--- src/core/rsmr_pkg.sv ---
// Purpose: Constants and types for the rail setpoint and mode register bank
// Assumes: Byte-wide registers on an internal register port
// Notes: Reset values per rail; variant picks the mode bit reset
`default_nettype none
package rsmr_pkg;
   localparam int unsigned ADDR_W = 8;
   localparam int unsigned DATA_W = 8;
   localparam int unsigned CODE_W = 7;
   localparam logic [7:0] OFS_RAIL1 = 8'h20;
   localparam logic [7:0] OFS_RAIL2 = 8'h21;
   localparam logic [7:0] OFS_RAIL3 = 8'h23;
   localparam logic [7:0] OFS_RAIL4 = 8'h25;
   localparam logic [7:0] OFS_RAIL5 = 8'h26;
   localparam logic [7:0] OFS_GAP = 8'h22;
   localparam logic [7:0] RST_RAIL1 = 8'h38;
   localparam logic [7:0] RST_RAIL2 = 8'h00;
   localparam logic [7:0] RST_RAIL3 = 8'h11;
   localparam logic [7:0] RST_MODE = 8'h3D;
   localparam logic [7:0] RST_MODE_PWM = 8'h3F;
   localparam logic [7:0] MODE_WR_MASK = 8'h3F;
   localparam logic [7:0] ZERO_BYTE = 8'h00;
   localparam logic [6:0] ZERO_CODE = 7'h00;
   localparam int unsigned MODE_BIT = 1;

   typedef struct packed {
      logic [7:0] rail1;
      logic [7:0] rail2;
      logic [7:0] rail3;
      logic [7:0] rail4;
      logic [7:0] rail5;
      logic [7:0] rdata;
      logic rvalid;
      logic pgood_hold;
   } rsmr_state_type;
endpackage
`default_nettype wire

--- src/core/rsmr_regs.sv ---
// Purpose: Rail voltage code and switching mode registers
// Assumes: Register port driven by the target bus logic, one access per strobe
// Notes: Read data valid one cycle after a read strobe
`timescale 1ns/10ps
`default_nettype none
module rsmr_regs #(
   parameter bit PWM_VARIANT = 1'b0
) (
   input wire logic i_clock,
   input wire logic i_sys_rst,
   input wire logic i_wr,
   input wire logic i_rd,
   input wire logic [rsmr_pkg::ADDR_W-1:0] i_addr,
   input wire logic [rsmr_pkg::DATA_W-1:0] i_wdata,
   input wire logic i_sleep_state_n,
   output logic [rsmr_pkg::DATA_W-1:0] o_rdata,
   output logic o_rvalid,
   output logic [rsmr_pkg::CODE_W-1:0] o_rail1_target_code,
   output logic [rsmr_pkg::CODE_W-1:0] o_rail2_target_code,
   output logic [rsmr_pkg::CODE_W-1:0] o_rail3_target_code,
   output logic o_rail4_force_pwm,
   output logic o_rail5_force_pwm,
   output logic o_pgood_hold
);
   // ------------------------------------------------
   // State
   // ------------------------------------------------
   rsmr_pkg::rsmr_state_type state_r;
   rsmr_pkg::rsmr_state_type state_nxt;
   logic [7:0] mode_rst;

   assign mode_rst = PWM_VARIANT ? rsmr_pkg::RST_MODE_PWM : rsmr_pkg::RST_MODE;

   function automatic logic [7:0] read_mux(input logic [7:0] a,
                                           input rsmr_pkg::rsmr_state_type s);
      begin
         unique case (a)
            rsmr_pkg::OFS_RAIL1: read_mux = s.rail1;
            rsmr_pkg::OFS_RAIL2: read_mux = s.rail2;
            rsmr_pkg::OFS_RAIL3: read_mux = s.rail3;
            rsmr_pkg::OFS_RAIL4: read_mux = s.rail4;
            rsmr_pkg::OFS_RAIL5: read_mux = s.rail5;
            default: read_mux = rsmr_pkg::ZERO_BYTE;
         endcase
      end
   endfunction

   // ------------------------------------------------
   // Next state
   // ------------------------------------------------
   always_comb
   begin
      state_nxt = state_r;
      state_nxt.rvalid = i_rd;
      if (i_rd)
      begin
         state_nxt.rdata = read_mux(i_addr, state_r);
      end
      if (i_wr)
      begin
         unique case (i_addr)
            rsmr_pkg::OFS_RAIL1: state_nxt.rail1 = i_wdata;
            rsmr_pkg::OFS_RAIL2: state_nxt.rail2 = i_wdata;
            rsmr_pkg::OFS_RAIL3: state_nxt.rail3 = i_wdata;
            rsmr_pkg::OFS_RAIL4: state_nxt.rail4 = i_wdata & rsmr_pkg::MODE_WR_MASK;
            rsmr_pkg::OFS_RAIL5: state_nxt.rail5 = i_wdata & rsmr_pkg::MODE_WR_MASK;
            default: state_nxt.rail1 = state_r.rail1;
         endcase
      end
      // Power goods forced high on zero code or sleep
      state_nxt.pgood_hold = !i_sleep_state_n
         || state_nxt.rail1[6:0] == rsmr_pkg::ZERO_CODE
         || state_nxt.rail2[6:0] == rsmr_pkg::ZERO_CODE
         || state_nxt.rail3[6:0] == rsmr_pkg::ZERO_CODE;
      if (i_sys_rst)
      begin
         state_nxt.rail1 = rsmr_pkg::RST_RAIL1;
         state_nxt.rail2 = rsmr_pkg::RST_RAIL2;
         state_nxt.rail3 = rsmr_pkg::RST_RAIL3;
         state_nxt.rail4 = mode_rst;
         state_nxt.rail5 = mode_rst;
         state_nxt.rdata = rsmr_pkg::ZERO_BYTE;
         state_nxt.rvalid = 1'b0;
         state_nxt.pgood_hold = 1'b1;
      end
   end

   always_ff @(posedge i_clock)
   begin
      state_r <= state_nxt;
   end

   // ------------------------------------------------
   // Outputs
   // ------------------------------------------------
   // Bit 7 of code registers reaches no regulator
   assign o_rail1_target_code = state_r.rail1[6:0];
   assign o_rail2_target_code = state_r.rail2[6:0];
   assign o_rail3_target_code = state_r.rail3[6:0];
   assign o_rail4_force_pwm = state_r.rail4[rsmr_pkg::MODE_BIT];
   assign o_rail5_force_pwm = state_r.rail5[rsmr_pkg::MODE_BIT];
   assign o_rdata = state_r.rdata;
   assign o_rvalid = state_r.rvalid;
   assign o_pgood_hold = state_r.pgood_hold;

   // ------------------------------------------------
   // Checks
   // ------------------------------------------------
   AST_RAIL1_RST: assert property (@(posedge i_clock)
      i_sys_rst |=> state_r.rail1 == rsmr_pkg::RST_RAIL1)
   else
      $error("rail1 reset wrong");

   AST_RAIL2_RST: assert property (@(posedge i_clock)
      i_sys_rst |=> state_r.rail2 == rsmr_pkg::RST_RAIL2)
   else
      $error("rail2 reset wrong");

   AST_RAIL3_RST: assert property (@(posedge i_clock)
      i_sys_rst |=> o_rail3_target_code == rsmr_pkg::RST_RAIL3[rsmr_pkg::CODE_W-1:0])
   else
      $error("rail3 reset wrong");

   AST_PGOOD: assert property (@(posedge i_clock) disable iff (i_sys_rst)
      !i_sleep_state_n |=> o_pgood_hold)
   else
      $error("pgood not held in sleep");

   AST_PGOOD_ZERO: assert property (@(posedge i_clock) disable iff (i_sys_rst)
      o_rail1_target_code == rsmr_pkg::ZERO_CODE || o_rail2_target_code == rsmr_pkg::ZERO_CODE
      || o_rail3_target_code == rsmr_pkg::ZERO_CODE |-> o_pgood_hold)
   else
      $error("pgood not held on zero code");

   AST_ZERO_ACCEPT: assert property (@(posedge i_clock) disable iff (i_sys_rst)
      i_wr && i_addr == rsmr_pkg::OFS_RAIL1 && i_wdata[rsmr_pkg::CODE_W-1:0] == rsmr_pkg::ZERO_CODE
      |=> o_rail1_target_code == rsmr_pkg::ZERO_CODE)
   else
      $error("zero code not accepted");

   AST_PWM4: assert property (@(posedge i_clock) disable iff (i_sys_rst)
      i_wr && i_addr == rsmr_pkg::OFS_RAIL4
      |=> o_rail4_force_pwm == $past(i_wdata[rsmr_pkg::MODE_BIT]))
   else
      $error("rail4 mode not written");

   AST_PWM5: assert property (@(posedge i_clock) disable iff (i_sys_rst)
      i_wr && i_addr == rsmr_pkg::OFS_RAIL5
      |=> o_rail5_force_pwm == $past(i_wdata[rsmr_pkg::MODE_BIT]))
   else
      $error("rail5 mode not written");

   AST_MODE4_RO: assert property (@(posedge i_clock) disable iff (i_sys_rst)
      (state_r.rail4 & ~rsmr_pkg::MODE_WR_MASK) == rsmr_pkg::ZERO_BYTE)
   else
      $error("rail4 read-only bits set");

   AST_MODE5_RO: assert property (@(posedge i_clock) disable iff (i_sys_rst)
      (state_r.rail5 & ~rsmr_pkg::MODE_WR_MASK) == rsmr_pkg::ZERO_BYTE)
   else
      $error("rail5 read-only bits set");

   AST_MODE4_RST: assert property (@(posedge i_clock)
      i_sys_rst |=> state_r.rail4 == mode_rst)
   else
      $error("rail4 reset wrong");

   AST_MODE5_RST: assert property (@(posedge i_clock)
      i_sys_rst |=> state_r.rail5 == mode_rst)
   else
      $error("rail5 reset wrong");

   AST_RESV7: assert property (@(posedge i_clock) disable iff (i_sys_rst)
      i_wr && i_addr == rsmr_pkg::OFS_RAIL2 ##1 i_rd && !i_wr && i_addr == rsmr_pkg::OFS_RAIL2
      |=> o_rdata == $past(i_wdata, 2))
   else
      $error("code readback wrong");

   AST_CODE_WR: assert property (@(posedge i_clock) disable iff (i_sys_rst)
      i_wr && i_addr == rsmr_pkg::OFS_RAIL3 |=> state_r.rail3 == $past(i_wdata))
   else
      $error("rail3 code not stored whole");

   AST_RVALID_SET: assert property (@(posedge i_clock) disable iff (i_sys_rst)
      i_rd |=> o_rvalid)
   else
      $error("read not answered");

   AST_RVALID_PULSE: assert property (@(posedge i_clock) disable iff (i_sys_rst)
      !i_rd |=> !o_rvalid)
   else
      $error("read valid without read");

   AST_UNMAPPED: assert property (@(posedge i_clock) disable iff (i_sys_rst)
      i_wr && i_addr == rsmr_pkg::OFS_GAP
      |=> $stable(state_r.rail1) && $stable(state_r.rail2) && $stable(state_r.rail3))
   else
      $error("unmapped write changed state");

   AST_RD_UNMAPPED: assert property (@(posedge i_clock) disable iff (i_sys_rst)
      i_rd && i_addr == rsmr_pkg::OFS_GAP |=> o_rdata == rsmr_pkg::ZERO_BYTE)
   else
      $error("unmapped read not zero");

   // ------------------------------------------------
   // Covers
   // ------------------------------------------------
   COV_PWM4: cover property (@(posedge i_clock) disable iff (i_sys_rst)
      $rose(o_rail4_force_pwm));

   COV_ZERO: cover property (@(posedge i_clock) disable iff (i_sys_rst)
      o_rail1_target_code == rsmr_pkg::ZERO_CODE);

   COV_READ: cover property (@(posedge i_clock) disable iff (i_sys_rst)
      o_rvalid && o_rdata == rsmr_pkg::RST_RAIL3);

   COV_SLEEP: cover property (@(posedge i_clock) disable iff (i_sys_rst)
      !i_sleep_state_n ##1 o_pgood_hold);

   COV_WR_RD: cover property (@(posedge i_clock) disable iff (i_sys_rst)
      i_wr ##1 i_rd);
endmodule
`default_nettype wire

--- config.mk ---
export PLATFORM = sky130hd
export DESIGN_NAME = rsmr_regs
export DESIGN_NICKNAME = d
export VERILOG_FILES = /design/src/core/rsmr_pkg.sv /design/src/core/rsmr_regs.sv
export SDC_FILE = /design/constraint.sdc
export NUM_CORES = 1
export LEC_CHECK = 0
export BUFFER_PORTS_ARGS = -buffer_cell sky130_fd_sc_hd__buf_2
export CAP_MARGIN = 20
export CORE_ASPECT_RATIO = 2
export CORE_MARGIN = 2
export CORE_UTILIZATION = 42
export CTS_CLUSTER_SIZE = 28
export DETAILED_ROUTE_END_ITERATION = 16
export GPL_TIMING_DRIVEN = 0
export PLACE_DENSITY = 0.67
export SYNTH_ARGS = -nofsm -noshare
export SYNTH_HDL_FRONTEND = slang
export SYNTH_SLANG_ARGS = --single-unit
--- constraint.sdc ---
create_clock -name i_clock -period 1.9 [get_ports i_clock]
set_input_delay 0.38 -clock i_clock [delete_from_list [all_inputs] [get_ports i_clock]]
set_output_delay 0.38 -clock i_clock [all_outputs]
set_load 0.05 [all_outputs]
== Word level (Yosys, flattened, before mapping) ==
Index checks and enable logic that the tools add are counted.
Word-level totals
  bits in registers: 46
  input port bits: 21
  logic and storage cells: 35
Operators by class
  equality and inequality tests: 5
  muxes and demuxes: 7
  reductions and logical operators: 12
Operator list (number)
  8-bit by 6-bit == test with 1-bit output, second input constant: 5
  8-bit one-hot mux with 5 select lines: 1
  39-bit two-way mux: 1
  7-bit logical NOT: 3
  8-bit two-way mux: 2
  6-bit two-way mux: 2
  2-bit AND reduction: 5
  7-bit two-way mux: 1
  1-bit logical OR: 3
  1-bit logical NOT: 1

== Logic depth before layout (Yosys ltp) ==
  depth in word-level cells: 7
  gate-level depth with buffers: 6
  mapped depth without buffers: 4

== Worst setup path after synthesis ==
OpenSTA, ideal clock, no wires.
  path type: input-to-reg
  start point: in i_addr[4] in the netlist's numbering
  end point: reg state_r[14] in the netlist's numbering
  data arrival time: 1718 ps
  required time: 1780 ps
  setup slack: 62 ps
  stages on the path: 5
  cell sequence: or4b_4 -> nor4_4 -> buf_4 -> nor2b_1 -> a211o_1
Between the ends
  longest elaborated chain between the ends: 2
Ends and longest elaborated chain
  start: declaration: RTL line rsmr_regs.sv:13  | input wire logic [rsmr_pkg::ADDR_W-1:0] i_addr,
  8-bit by 6-bit == test with 1-bit output: RTL line rsmr_regs.sv:61  | unique case (i_addr)
  2-bit AND reduction (no source line)
  end signal: assignment: RTL line rsmr_regs.sv:90  | state_r <= state_nxt;
  end: declaration: RTL line rsmr_regs.sv:28  | rsmr_pkg::rsmr_state_type state_r;
No other way between the ends.
A chain may end at the register's enable or synchronous reset.

== Worst setup path in the final report ==
  start point: in i_addr[2] in the netlist's numbering
  end point: reg state_r, in the netlist o_rail1_target_code[5]
Between the ends
  longest elaborated chain between the ends: 3
Ends and longest elaborated chain
  8-bit by 6-bit == test with 1-bit output: RTL line rsmr_regs.sv:61
  7-bit two-way mux: RTL line rsmr_regs.sv:61
  39-bit two-way mux: RTL line rsmr_regs.sv:59  | if (i_wr)
No other way between the ends.

==> results.toml <==
[yosys]
synth_ff_type = "dfxtp_1"
synth_most_common_cell = "dfxtp_1"
synth_seq_cells = 46
yosys.area_share.simple = 0.225
synth_compound_area_frac = 0.127
synthAdderAreaFrac = 0
synth_mux_area_frac = 0.123
synth_top_family_by_area = "simple AND/OR/NAND/NOR gates"
seq_area_frac_synth = 0.390
synth.area.top_cells = "dfxtp_1 39%, mux2i_1 12%, buf_4 9.9%"
syn_area_um2 = 2360
synth_top_area_cell = "dfxtp_1"
synth-async-reset-ratio = 0
netlist_top_cells_count = "46 x dfxtp_1, 35 x nor2_1, 31 x buf_4"
synth_xor_xnor_area_share = 0
synth_nets = 279
yosys_warnings = 0
synth_cells = 258
synth_edf_count = 0
synth.distinct_cells = 31
postSynthAreaPerCell_um2 = 9.15
synth_top_area_frac = 0.390

[power_and_ir_drop]
p_leak_nw = 1.32
p_int_mw = 1.37
p_seq_frac = 0.529
vdd.ir_drop.worst_mv = 0.539
switchingPower_mw = 0.476
power_density_nw_per_um2 = 661
clockPowerShare = 0.368
p_comb_frac = 0.102
switching_share = 0.258

[drt]
drt_pass1_iterations = 4
drt-total-wl_um = 6030
drt-vias-per-instance = 5.41
wl_per_cell_um = 16.0
vias = 2033
drt_iter0_drc = 61
ant_nets = 0
post-route-drc-count = 0

[sta]
setup_viol = 0
period_needed_ns = 1.79
slew_headroom = 0.582
timing.hold.ws_ns = 0.323
worstMarginPinSlew_ns = 0.619
rsz0062_at_grt = "false"
finalClockSkew_ns = 0.00659
layout_setup_ws_ns = 0.111
timing.final.crit_share = 0.941
fmax_ghz = 0.559
drv_slew = 0
finalHoldViolCount = 0

[setup_path]
worstPathArrival_ns = 1.99
start_kind = "input pin"
rr_worst_depth = 4
r2r_start = "o_rail2_target_code[0]$_SDFF_PP0_"
slowest_delay_ns = 0.60
cp_max_fo = 10
crit_slowest_cell = "nor4b_1"
crit_chain = "clkbuf_1 -> nor4b_1 -> nand3_1 -> buf_2 -> a211o_1"
required_ns = 2.10
crit_start = "i_addr[2]"
path_class = "input pin to register"
end_kind = "register"

[placed_design]
gp_congestion = 0.911
io_buffers = 50
dp_hpwl_um = 4660
post-place-ws_ns = -0.172
dp_cells = 368

[min_path]
min_path_cells = 3
hold_path.class = "input pin to register"
hp-start = "i_wdata[7]"

[floorplanning]
dieArea_um2 = 6270
die_y_um = 110
io_pins = 54
initial_utilization = 0.436
rows = 38
die_w_um = 57.0
core_area_um2 = 5420

[clocking]
path_clk_slew_ns = 0.09
cts_buffers = 5
clk_root_buffer_cell = "clkbuf_8"
cts.path.max_buffers = 2
cts_resized = 0
insertion_delay_ns = 0.31
tritoncts = "done"
holdBufCountCts = 0
htree_num_levels = 2
cts_sinks = 46
post_cts_buffers = 0

[final_layout]
drive_above_1_share = 0.310
antenna_cells = 0
final_core_util = 0.515
area_delta_synth_final_pct = 18.2
final_cells = 376
final_net_count = 336

[status]
status = "finished clean"

[global_route]
grt_max_degree = 15
overflow = 0
grt_pass1_wl_um = 9110
track_usage = 0.196
grt_pass1_vias = 1831
grt_antenna_before_repair = 0

[run]
drv_cap = 0
[cell usage in the layout, fill, tap and decap left out, types with 5 or more instances in the layout]
master and count:
dfxtp_1 46, mux2i_1 29, a211o_1 15, a22oi_1 6
a211oi_1 6, nor2b_1 11, buf_2 54, nand2_1 7
o221ai_1 6, nor2_1 35, buf_4 31, inv_1 5
nand4b_1 7, clkbuf_8 7, nand2b_1 5, clkbuf_1 12
nand3_1 8
[stage by stage]
step / area, um2 / power, mW / TNS, ns
2_1_floorplan: 2360 / 1.12 / 0
3_3_place_gp: 2690 / 1.19 / -3.00
3_5_place_dp: 2690 / 1.19 / -3.46
4_1_cts: 2790 / 1.85 / 0
5_1_grt: 2790 / 1.91 / 0
6_report: 2790 / 1.84 / 0
[sequential cells by signal, summed over array words and instances, names as in the netlist]
register	count
o_rail4_force_pwm	1
state_r	13
o_rail3_target_code	7
o_rail5_force_pwm	1
o_rvalid	1
o_rail2_target_code	7
o_rdata	8
o_rail1_target_code	7
o_pgood_hold	1
[critical path: cells and delay by family]
kind | cells | cell delay [ns]
AND/OR/NAND/NOR | 2 | 0.85
buffers and inverters | 2 | 0.45
AO/OA/AOI/OAI | 1 | 0.31
[kinds of logic after synthesis]
| family | Yosys count |
|---|---|
| simple gates | 92 |
| compound gates | 38 |
| mux | 29 |
| flops | 46 |
| buf+inv | 53 |
[worst paths after layout]
check                                                         end  slack, ns
worst max-delay path            o_rail1_target_code[5]$_SDFF_PP1_       0.11
worst max register to register            o_rdata[0]$_SDFFE_PP0P_       0.73
worst min register to register            o_rdata[7]$_SDFFE_PP0P_       0.48
worst min-delay path                     state_r[41]$_SDFFE_PP0P_       0.32
[layer usage]
metal  wire (um)  GRT usage  vias up
met4         189      0.105        0
met5           0          0        -
li1            -          -     1004
met1        2260      0.191      955
met3         272     0.0385       18
met2        3310      0.375       56
[area by class of cell]
cell class                      count  area (um2)
Buffer                             48         302
Clock buffer                        7        96.3
Clock inverter                      1        8.76
Fill cell                         556        2630
Inverter                            5        18.8
Multi-Input combinational cell    159        1120
Sequential cell                    46         921
Tap cell                           60        75.1
Timing Repair Buffer               50         250
[power groups by stage]
stage	Sequential (mW)	Clock, mW	Combinational (mW)
2_1_floorplan	1.00	0	0.114
3_3_place_gp	0.999	0	0.187
3_5_place_dp	0.999	0	0.189
4_1_cts	0.976	0.689	0.189
5_1_grt	0.978	0.728	0.202
6_report	0.976	0.679	0.189
Note: power is estimated with default switching activity, not from simulation.
